<file path="config.mk">
export PLATFORM = sky130hd
export DESIGN_NAME = hmpc_top
export DESIGN_NICKNAME = d
export VERILOG_FILES = /design/src/rtl/hmpc_pkg.sv /design/src/rtl/hmpc_top.sv /design/src/rtl/hmpc_stab_timer.sv /design/src/rtl/hmpc_awu_timer.sv
export VERILOG_INCLUDE_DIRS = /design/src /design/src/rtl
export SDC_FILE = /design/constraint.sdc
export NUM_CORES = 1
export LEC_CHECK = 0
export BUFFER_PORTS_ARGS = -buffer_cell sky130_fd_sc_hd__buf_2
export CORE_ASPECT_RATIO = 0.7
export CORE_UTILIZATION = 50
export CTS_CLUSTER_DIAMETER = 40
export DETAILED_ROUTE_END_ITERATION = 16
export GPL_ROUTABILITY_DRIVEN = 0
export PLACE_DENSITY_LB_ADDON = 0.3
export REMOVE_ABC_BUFFERS = 1
export SYNTH_ARGS = -nofsm -noshare
export SYNTH_HDL_FRONTEND = slang
export SYNTH_SLANG_ARGS = --single-unit
export TNS_END_PERCENT = 100
</file>
<file path="constraint.sdc">
create_clock -name ref_clk_i -period 2.4 [get_ports ref_clk_i]
set_input_delay 0.48 -clock ref_clk_i [delete_from_list [all_inputs] [get_ports ref_clk_i]]
set_output_delay 0.48 -clock ref_clk_i [all_outputs]
set_load 0.05 [all_outputs]
</file>
<file path="src/rtl/hmpc_regs.svh">
`ifndef HMPC_REGS_SVH
`define HMPC_REGS_SVH

// ----------------------------------------
// instruction decode
// ----------------------------------------
`define HMPC_HALT_OPCODE   8'h8E

// ----------------------------------------
// oscillator stabilisation, cpu cycles
// ----------------------------------------
`define HMPC_STAB_SHORT    13'h0100
`define HMPC_STAB_LONG     13'h1000
`define HMPC_STAB_W        13

// ----------------------------------------
// autowake divider chain
// ----------------------------------------
`define HMPC_AWU_FIXDIV_TC 6'h3F
`define HMPC_PRESC_RST     8'hFF
`define HMPC_PRESC_FORBID  8'h00

// ----------------------------------------
// interrupt level bits forced on halt entry and at reset
// ----------------------------------------
`define HMPC_ILB_HALT      2'h2
`define HMPC_ILB_ACTIVE    2'h0
`define HMPC_ILB_RST       2'h3

// ----------------------------------------
// autowake_ctrl_status fields
// ----------------------------------------
`define HMPC_CSR_FLAG      2
`define HMPC_CSR_MEASURE   1
`define HMPC_CSR_ENABLE    0

`endif

</file>
<file path="src/rtl/hmpc_pkg.sv">
package hmpc_pkg;

	// gray along the listed order run, halt, autowake, stab, active
	typedef enum logic [2:0] {
		ST_RUN    = 3'h0,
		ST_HALT   = 3'h1,
		ST_AWU    = 3'h3,
		ST_STAB   = 3'h2,
		ST_ACTIVE = 3'h6
	} hmpc_state_type;

	typedef enum logic [1:0] {
		WK_RESET = 2'h0,
		WK_IRQ   = 2'h1
	} hmpc_cause_type;

	typedef struct packed {
		logic main_osc;
		logic cpu;
		logic periph;
		logic rtc;
		logic wake_rc;
	} hmpc_clk_en_type;

endpackage

</file>
<file path="src/rtl/hmpc_top.sv">
// Notes on behaviour
// - halt with autowake off: plain Halt if osc irq enable clear, else Active-halt
// - halt with autowake on and osc irq enable clear enters autowake halt
// - leaving Halt starts oscillator at once, waits 256 or 4096 cycles
// - entering Halt or autowake halt forces level bits to 10b
// - entering Active-halt clears level bits; pending interrupt wakes at once
// - plain Halt stops main oscillator, cpu and peripheral clocks
// - watchdog option may turn halt into a watchdog reset
// - Active-halt exits on rtc, halt-capable irq or reset; reset adds delay
// - Active-halt keeps only main oscillator and rtc counter clocked
// - Active-halt never yields a watchdog reset on halt
// - autowake delay counts rc clock through fixed divider and prescaler
// - delay expiry sets flag, raises irq, restarts oscillator with delay
// - reading autowake status clears flag and its interrupt
// - measure bit in run enables rc oscillator, routes it to timer capture
// - autowake halt exits on reset, autowake irq or halt-capable irq
// - before service push condition codes, load level bits with priority
// - opcode 8Eh is the halt instruction
// - fixed divider ahead of the prescaler divides by 64
// - prescaler is 8 bits, resets FFh, 00h write ignored
`timescale 1ns/1ps
`include "hmpc_regs.svh"

module hmpc_top (
	input  wire logic                     ref_clk_i,
	input  wire logic                     rst_n_i,
	input  wire logic                     instr_valid_i,
	input  wire logic [7:0]               opcode_i,
	input  wire logic                     osc_interrupt_enable_i,
	input  wire logic                     autowake_enable_i,
	input  wire logic                     autowake_measure_i,
	input  wire logic                     autowake_ctrl_status_rd_i,
	input  wire logic                     autowake_prescaler_wr_i,
	input  wire logic [7:0]               autowake_prescaler_wdata_i,
	input  wire logic                     watchdog_enabled_i,
	input  wire logic                     watchdog_halt_option_i,
	input  wire logic                     long_delay_option_i,
	input  wire logic                     irq_halt_capable_i,
	input  wire logic                     irq_other_i,
	input  wire logic                     rtc_irq_i,
	input  wire logic [1:0]               irq_priority_i,
	input  wire logic                     cc_pop_i,
	input  wire logic [1:0]               cc_pop_level_i,
	input  wire logic                     wake_rc_clock_i,
	output hmpc_pkg::hmpc_clk_en_type     clk_en_o,
	output hmpc_pkg::hmpc_state_type      mode_o,
	output logic [1:0]                    interrupt_level_bits_o,
	output logic                          cc_push_o,
	output logic                          service_irq_o,
	output logic                          fetch_reset_vector_o,
	output logic                          watchdog_reset_o,
	output logic                          autowake_irq_o,
	output logic [7:0]                    autowake_ctrl_status_o,
	output logic [7:0]                    autowake_prescaler_o,
	output logic                          timer_capture_input_two_o
);
	import hmpc_pkg::*;

	// ----------------------------------------
	// state
	// ----------------------------------------
	typedef struct packed {
		hmpc_state_type  st;
		hmpc_cause_type  cause;
		logic            awu_flag;
		logic [7:0]      presc;
		logic [1:0]      ilb;
		hmpc_clk_en_type clk;
		logic            push;
		logic            svc;
		logic            fetch;
		logic            wdg_rst;
		logic            stab_start;
		logic            tcap;
		logic            rc_s1;
		logic            rc_s2;
		logic            rc_s3;
		logic [7:0]      csr;
	} hmpc_top_type;

	localparam hmpc_clk_en_type CLK_RUN  = '{1'b1, 1'b1, 1'b1, 1'b1, 1'b0};
	localparam hmpc_clk_en_type CLK_OFF  = '{1'b0, 1'b0, 1'b0, 1'b0, 1'b0};
	localparam hmpc_clk_en_type CLK_STAB = '{1'b1, 1'b0, 1'b0, 1'b0, 1'b0};

	hmpc_top_type r;
	hmpc_top_type next_r;
	logic         stab_done;
	logic         awu_done;
	logic         rc_tick;
	logic         halt_op;

	// ----------------------------------------
	// helper timers
	// ----------------------------------------
	hmpc_stab_timer u_stab (
		.ref_clk_i (ref_clk_i),
		.rst_n_i   (rst_n_i),
		.start_i   (r.stab_start),
		.long_i    (long_delay_option_i),
		.done_o    (stab_done)
	);

	// prescaler 00h never reaches the chain
	hmpc_awu_timer u_awu (
		.ref_clk_i (ref_clk_i),
		.rst_n_i   (rst_n_i),
		.run_i     (r.st == ST_AWU),
		.rc_tick_i (rc_tick),
		.presc_i   (r.presc),
		.done_o    (awu_done)
	);

	assign rc_tick = r.rc_s2 & ~r.rc_s3;
	assign halt_op = instr_valid_i && (opcode_i == `HMPC_HALT_OPCODE);

	// ----------------------------------------
	// next state
	// ----------------------------------------
	always_comb
	begin
		next_r            = r;
		next_r.push       = 1'b0;
		next_r.svc        = 1'b0;
		next_r.fetch      = 1'b0;
		next_r.wdg_rst    = 1'b0;
		next_r.stab_start = 1'b0;
		// second and third stages form the rc edge detect; the second also feeds capture
		next_r.rc_s1      = wake_rc_clock_i;
		next_r.rc_s2      = r.rc_s1;
		next_r.rc_s3      = r.rc_s2;

		// 00h leaves the prescaler unchanged
		if (autowake_prescaler_wr_i && autowake_prescaler_wdata_i != `HMPC_PRESC_FORBID)
			next_r.presc = autowake_prescaler_wdata_i;

		// flag set beats the read clear in the same cycle
		if (awu_done)
			next_r.awu_flag = 1'b1;
		else if (autowake_ctrl_status_rd_i)
			next_r.awu_flag = 1'b0;

		if (cc_pop_i)
			next_r.ilb = cc_pop_level_i;

		case (r.st)
			ST_RUN:
			begin
				next_r.clk         = CLK_RUN;
				next_r.clk.wake_rc = autowake_measure_i;
				if (halt_op)
				begin
					if (osc_interrupt_enable_i)
					begin
						// rtc bounds the stay, so no watchdog reset here
						next_r.st  = ST_ACTIVE;
						next_r.ilb = `HMPC_ILB_ACTIVE;
						next_r.clk = '{1'b1, 1'b0, 1'b0, 1'b1, 1'b0};
					end
					else if (watchdog_enabled_i && !watchdog_halt_option_i)
						next_r.wdg_rst = 1'b1;
					else if (autowake_enable_i)
					begin
						next_r.st  = ST_AWU;
						next_r.ilb = `HMPC_ILB_HALT;
						next_r.clk = CLK_OFF;
						next_r.clk.wake_rc = 1'b1;
					end
					else
					begin
						next_r.st  = ST_HALT;
						next_r.ilb = `HMPC_ILB_HALT;
						next_r.clk = CLK_OFF;
					end
				end
			end
			ST_HALT, ST_AWU:
			begin
				// other sources stay pending and do not wake
				if (irq_halt_capable_i || awu_done)
				begin
					next_r.st         = ST_STAB;
					next_r.cause      = WK_IRQ;
					next_r.stab_start = 1'b1;
					next_r.clk        = CLK_STAB;
				end
			end
			ST_ACTIVE:
			begin
				// oscillator kept running, so service without delay
				if (irq_halt_capable_i || rtc_irq_i)
				begin
					next_r.st   = ST_RUN;
					next_r.clk  = CLK_RUN;
					next_r.svc  = 1'b1;
					next_r.push = 1'b1;
					next_r.ilb  = irq_priority_i;
				end
			end
			ST_STAB:
			begin
				if (stab_done)
				begin
					next_r.st  = ST_RUN;
					next_r.clk = CLK_RUN;
					if (r.cause == WK_RESET)
						next_r.fetch = 1'b1;
					else
					begin
						next_r.svc  = 1'b1;
						next_r.push = 1'b1;
						next_r.ilb  = irq_priority_i;
					end
				end
			end
			default:
			begin
				next_r.st  = ST_RUN;
				next_r.clk = CLK_RUN;
			end
		endcase

		next_r.tcap = (r.st == ST_RUN) && autowake_measure_i && r.rc_s2;
		next_r.csr  = 8'h00;
		next_r.csr[`HMPC_CSR_FLAG]    = next_r.awu_flag;
		next_r.csr[`HMPC_CSR_MEASURE] = autowake_measure_i;
		next_r.csr[`HMPC_CSR_ENABLE]  = autowake_enable_i;
	end

	// ----------------------------------------
	// registers
	// ----------------------------------------
	always_ff @(posedge ref_clk_i)
	begin
		if (!rst_n_i)
		begin
			// reset exit also runs the stabilisation delay
			r            <= '0;
			r.st         <= ST_STAB;
			r.cause      <= WK_RESET;
			r.presc      <= `HMPC_PRESC_RST;
			r.ilb        <= `HMPC_ILB_RST;
			r.clk        <= CLK_STAB;
			r.stab_start <= 1'b1;
		end
		else
			r <= next_r;
	end

	// ----------------------------------------
	// outputs
	// ----------------------------------------
	assign clk_en_o                  = r.clk;
	assign mode_o                    = r.st;
	assign interrupt_level_bits_o    = r.ilb;
	assign cc_push_o                 = r.push;
	assign service_irq_o             = r.svc;
	assign fetch_reset_vector_o      = r.fetch;
	assign watchdog_reset_o          = r.wdg_rst;
	assign autowake_irq_o            = r.awu_flag;
	assign autowake_ctrl_status_o    = r.csr;
	assign autowake_prescaler_o      = r.presc;
	assign timer_capture_input_two_o = r.tcap;
endmodule // hmpc_top

</file>
<file path="src/rtl/hmpc_stab_timer.sv">
`timescale 1ns/1ps
`include "hmpc_regs.svh"

module hmpc_stab_timer (
	input  wire logic ref_clk_i,
	input  wire logic rst_n_i,
	input  wire logic start_i,
	input  wire logic long_i,
	output logic      done_o
);
	import hmpc_pkg::*;

	typedef struct packed {
		logic                     busy;
		logic [`HMPC_STAB_W-1:0]  cnt;
		logic                     done;
	} hmpc_stab_type;

	hmpc_stab_type r;
	hmpc_stab_type next_r;

	always_comb
	begin
		next_r      = r;
		next_r.done = 1'b0;
		if (start_i)
		begin
			next_r.busy = 1'b1;
			next_r.cnt  = long_i ? `HMPC_STAB_LONG - 13'h0001 : `HMPC_STAB_SHORT - 13'h0001;
		end
		else if (r.busy)
		begin
			if (r.cnt == '0)
			begin
				next_r.busy = 1'b0;
				next_r.done = 1'b1;
			end
			else
				next_r.cnt = r.cnt - 13'h0001;
		end
	end

	always_ff @(posedge ref_clk_i)
	begin
		if (!rst_n_i)
			r <= '0;
		else
			r <= next_r;
	end

	assign done_o = r.done;
endmodule // hmpc_stab_timer

</file>
<file path="src/rtl/hmpc_awu_timer.sv">
`timescale 1ns/1ps
`include "hmpc_regs.svh"

module hmpc_awu_timer (
	input  wire logic       ref_clk_i,
	input  wire logic       rst_n_i,
	input  wire logic       run_i,
	input  wire logic       rc_tick_i,
	input  wire logic [7:0] presc_i,
	output logic            done_o
);
	import hmpc_pkg::*;

	typedef struct packed {
		logic [5:0] fix;
		logic [7:0] pre;
		logic       done;
	} hmpc_awu_type;

	hmpc_awu_type r;
	hmpc_awu_type next_r;

	always_comb
	begin
		next_r      = r;
		next_r.done = 1'b0;
		if (!run_i)
		begin
			next_r.fix = 6'h00;
			next_r.pre = 8'h00;
		end
		else if (rc_tick_i)
		begin
			// fixed divide by 64 ahead of the prescaler
			if (r.fix == `HMPC_AWU_FIXDIV_TC)
			begin
				next_r.fix = 6'h00;
				if (r.pre == presc_i - 8'h01)
				begin
					next_r.pre  = 8'h00;
					next_r.done = 1'b1;
				end
				else
					next_r.pre = r.pre + 8'h01;
			end
			else
				next_r.fix = r.fix + 6'h01;
		end
	end

	always_ff @(posedge ref_clk_i)
	begin
		if (!rst_n_i)
			r <= '0;
		else
			r <= next_r;
	end

	assign done_o = r.done;
endmodule // hmpc_awu_timer

</file>
Yosys cells after proc, flatten, opt, wreduce, memory -nomap -nowiden --
Index checks and enable logic that the tools add are counted.
Operators by class: $add $sub $neg 4, eq/ne operators 13, mux-type cells 36, bitwise gates (word level) 6, reduce and logical (&&, ||, !) cells 24
Operators with widths (count):
- $mux W7 | 3
- $pmux W5 S4 | 1
- $mux W15 | 1
- $mux W3 | 5
- $mux W14 | 1
- $logic_not A13 Y1 | 1
- $mux W13 | 1
- $sub A13 B1 Y13 const B | 1
- $mux W12 | 1
- $pmux W3 S4 | 1
- $mux W1 | 10
- $mux W10 | 1
- $mux W5 | 2
- $mux W9 | 1
- $add A8 B1 Y8 const B | 1
- $eq A8 B8 Y1 | 1
- $eq A8 B8 Y1 const B | 1
- $mux W2 | 4
- $mux W8 | 1
- $ne A2 B2 Y1 const B | 4
- $reduce_and A2 Y1 | 4
- $reduce_bool A8 Y1 | 1
- $sub A8 B1 Y8 const B | 1
- $add A6 B1 Y6 const B | 1
- other kinds (23) | 34
Storage, ports and cells: bits in registers 67, logic and storage cells 110

Logic depth before layout (Yosys ltp) --
depth in word-level cells 6, mapped depth 8

Modules after synthesis --
Synthesis repeated with hierarchy kept, for this count alone.
Second synthesis, totals: cell total of the unflattened synthesis 383, area total of the unflattened synthesis 3273.1 µm²
Modules (own cells, without submodules):
- hmpc_top | times used 1, cells each 171, area an instance 1416.4 µm²
- hmpc_awu_timer | times used 1, cells each 123, area an instance 1058.5 µm²
- hmpc_stab_timer | times used 1, cells each 89, area an instance 798.3 µm²

Worst setup path after synthesis --
Ideal clock, no wire load.
path kind reg-to-reg, start register r (netlist bit autowake_prescaler_o[0]), end register u_awu.r[1] (netlist name), arrival 1.786 ns, required time 2.261 ns, setup slack 0.476 ns, cell stages (with the launch flop) 7, path through dfxtp_1 -> inv_1 -> ha_1 -> nand2b_1 -> a311o_1 -> a2111oi_4 -> o21ai_0
Between the ends: word-level cells in the longest chain between the ends 3
Ends and longest elaborated chain:
- start: declaration | RTL line hmpc_top.sv:85 | hmpc_top_type r;
- start signal: assignment | RTL line hmpc_top.sv:246 | r <= next_r;
- $sub A8 B1 Y8 | RTL line hmpc_awu_timer.sv:38 | if (r.pre == presc_i - 8'h01)
- $eq A8 B8 Y1 | RTL line hmpc_awu_timer.sv:38
- $mux W8 | RTL line hmpc_awu_timer.sv:38
- end signal: assignment | RTL line hmpc_awu_timer.sv:56 | r <= next_r;
- end: declaration | RTL line hmpc_awu_timer.sv:20 | hmpc_awu_type r;
Every way passes these cells. A chain may end at the register's enable or synchronous reset.

Worst setup path in the final report --
start register r (netlist bit autowake_prescaler_o[0]), end register u_awu.r[8] (netlist name)
The elaborated chain is that of the path after synthesis.

==> impl_results.md <==
* Hpwl dp at 4700 microns
* Final Hold Fails at 0
* Crit-path slowest cell: a2111oi_4
* Clock sinks at 59
* First DRT Iteration DRCs at approximately 110
* DR top layer: met4
* RSZ-0062 raised after global routing: no
* Remaining global-route overflow at 0
* Fin. max-slew vios at 0
* Slew margin rel. at 54.0%
* Net switching fraction of the power at a little over a third
* Switching pwr at just over 0.0009 W
* Routed len/inst at 12.9 microns
* Ys Warns at 0
* Crit path depth at 6
* Initial Utilization at between 50% and 60%
* Worst EP arrival at between 2 and 2.5 ns
* Comb pwr share at between 20% and 30%
* CTS tree: yes
* Post-synth top flop: dfxtp_1
* Die footprint at 6490 sq um
* Req. time, crit path at 2.58 ns
* Sequential share of the synthesized area at 38.3%
* Die height at 67.7 microns
* Finished Layout Cells at between 400 and 500
* Routed Antenna Nets at 0
* Hold Path Stages at 2
* Root Buffer: clkbuf_8
* CP Capture Type: register
* Site Rows at 23
* Hold Startpoint: wake_rc_clock_i
* Clock Skew at 0.0116 ns
* Dpl ws at roughly 0.19 ns
* Seq pwr share at 43.7%
* Number of port buffers at 61
* Register bit total from synthesis at 59
* Final worst path period need at around 2.2 ns
* Setup violators final at 0
* Worst Slack Setup Final at around 0.19 ns
* # placed instances at around 470
* Placed inst area at 3270 sq um
* Vias at between 2k and 3k
* CP max stage delay at 0.62 ns
* Mapped Cells at around 360
* Largest net degree at the start of global routing at 22
* R2r startpoint: autowake_prescaler_o[0]
* Met2 WL post-DR at between 2000 and 3000 microns
* Maximum clock rate at roughly 450 MHz
* Actual slew at the worst max-slew pin at between 0.6 and 0.7 ns
* Max-Cap Viols at 0
* Reg2reg path depth at 6
* DRT Wirelength at around 6200 microns
* Fin area at about 3400 sq um
* Clock Latency Late Sink at 0.33 ns
* Htree depth at 3
* P per Cell Area at between 700 and 800 nW/um^2
* Clk pwr share at between 30% and 40%
* Drt pass-1 iters at 4
* Initial antenna violation count at 0
* Max clock buf depth at 2
* CTS Hold Bufs at 0
* Post-Syn Area at 3090 sq um
* Post-CTS Setup Inserts at 0
* Post-synthesis async set-or-reset flop share at 0%
* Period Utilization, post-route at roughly 90%
* CTS resizes at 0
* Lkg Pwr at ~1.4 nW
* Core ar. at 5840 sq um
* Setup crit start kind: register
* DRC at 0
* Top delay family on crit path: compound AO/OA/AOI/OAI gates
* First-pass GRT wire length at roughly 10000 microns
* Layout Area Growth over Synthesis at 11.7%
* Critical Setup Path Class: reg -> reg
* Crit path cell chain: inv_1 -> ha_1 -> nand2b_1 -> a311o_1 -> a2111oi_4 -> a211oi_1
* Die X at between 90 and 100 microns
* Buffers and inverters on the worst path at 1
* Total GRT Usage at roughly a fifth
* Synthesized area per cell at about 8.5 sq um
* Tot Pwr at 0.00262 W
* CP max FO at 9
* Synth cell types at 53
* Diodes inserted at 0
* VDD IR max at roughly 0.56 mV
* M1 WL at around 3100 microns
* CTS Buf Count at 9
* Internal reg-to-reg setup slack at 0.19 ns
* Setup TNS at 0 ns
* Layout cells sized above 1 at 20.9%
* Int Pwr at between 0.0015 and 0.002 W
* Worst min-delay path class: in -> reg
* Post-layout net count at approximately 440
* Vias in the first global route at 2263
* Fillers at ~520
* Reg clk slew, reported paths at 0.07 ns
* Number of flops mapped to enable cells by yosys at 0
* Met3 WL at between 200 and 250 microns
* R2R Path End: u_awu.r[8]
* Io pins at 68
* Hold endpoint: next_r[9]
* Status: completed
* Via density at 5.33
-- synthesized netlist by cell type, drive strengths merged, types with 4 or more instances --
master	number	area (sq um)
a211oi	7	52.6
a21boi	11	82.6
a21oi	16	80.1
and2	9	56.3
and3	8	50.1
buf	29	218
clkbuf	10	37.5
dfxtp	59	1180
ha	5	62.6
inv	9	33.8
nand2	42	158
nand2b	6	37.5
nand3	21	105
nand4	4	25.0
nor2	24	90.1
nor2b	7	43.8
nor3	7	35.0
o21a	4	30.0
o21ai	13	65.1
or3	4	25.0
or4	4	33.8
xnor2	5	43.8
xor2	23	201
-- power by group through the flow --
stage               registers (W)  clock network (W)  logic [W]
detailed placement        0.00117                  0   0.000672
CTS                       0.00115           0.000825   0.000674
global placement          0.00117                  0   0.000660
floorplan                 0.00136                  0   0.000293
finish                    0.00115           0.000800   0.000678
global route              0.00116           0.000878   0.000740
-- layout by cell type, fill, tap and decap left out, drive strengths merged, types with 5 or more instances in the layout --
master | netlist | layout
nor2b | 7 | 7
and3 | 8 | 8
nand2 | 42 | 42
nor2 | 24 | 24
o21ai | 13 | 13
a211oi | 7 | 7
nor3 | 7 | 7
clkbuf | 10 | 12
a21boi | 11 | 11
nand3 | 21 | 21
buf | 29 | 64
and2 | 9 | 9
dfxtp | 59 | 59
conb | 1 | 5
xor2 | 23 | 23
a21oi | 16 | 16
ha | 5 | 5
nand2b | 6 | 6
xnor2 | 5 | 5
inv | 9 | 9
-- worst max-delay path by stage --
stage	start	to	slack [ns]
CTS	autowake_prescaler_o[0]	u_awu.r[8]	0.17
finish	autowake_prescaler_o[0]	u_awu.r[8]	0.19
global placement	autowake_prescaler_o[0]	u_awu.r[1]	0.29
floorplan	autowake_prescaler_o[0]	u_awu.r[4]	0.08
global route	autowake_prescaler_o[0]	u_awu.r[2]	0.03
detailed placement	autowake_prescaler_o[0]	u_awu.r[1]	0.19
-- worst register-to-register path, cell delays in order (launching register included) --
cell and delay [ns]:
dfxtp_1 0.43, inv_1 0.07, ha_1 0.24, nand2b_1 0.17, a311o_1 0.35, a2111oi_4 0.62, a211oi_1 0.17
-- cell type report --
class	count	area (sq um)	area share, %
clock buffer	12	155	4.50
clock inverter	4	25.0	0.726
inverter	9	33.8	0.980
multi-input combinational	259	1630	47.3
sequential	59	1180	34.3
tap	75	93.8	2.72
timing repair buffer	64	328	9.51
-- per-stage QoR --
stage	hold WS, ns	util, %
after global placement	0.419	55.9
after global routing	0.349	59.0
after floorplan	0.412	-
after detailed placement	0.426	55.9
after CTS	0.349	59.0
final	0.366	59.0
-- logic make-up (layout without fill, tap and decap cells) --
| logic type | count (synthesis) | count (layout) | synth area share [%] |
|---|---|---|---|
| multiplexers | 3 | 3 | 0.973 |
| flip-flops | 59 | 59 | 38.3 |
| adder cells (fa/ha/maj) | 5 | 5 | 2.03 |
| AO/OA/AOI/OAI | 65 | 65 | 14.5 |
| AND/OR/NAND/NOR | 153 | 153 | 26.8 |
| XOR/XNOR | 28 | 28 | 7.95 |
| other | 1 | 5 | 0.122 |
| buffers and inverters | 48 | 89 | 9.37 |
-- metal layers --
layer	up-vias	global-route usage [%]
met1	1199	29.7
met5	-	0
met2	58	31.1
li1	1309	-
met3	4	6.53
met4	0	6.90
-- registers in the layout (all words and copies together) (netlist names) --
| signal | flops |
|---|---|
| u_awu.r | 14 |
| u_stab.r | 14 |
| autowake_prescaler_o | 8 |
| clk_en_o | 4 |
| mode_o | 3 |
| r | 3 |
| autowake_ctrl_status_o | 2 |
| interrupt_level_bits_o | 2 |
| next_r | 2 |
| autowake_irq_o | 1 |
| cc_push_o | 1 |
| fetch_reset_vector_o | 1 |
| timer_capture_input_two_o | 1 |
| u_awu.done_o | 1 |
| u_stab.done_o | 1 |
| watchdog_reset_o | 1 |
No activity file was read; power rests on OpenSTA's default activity.
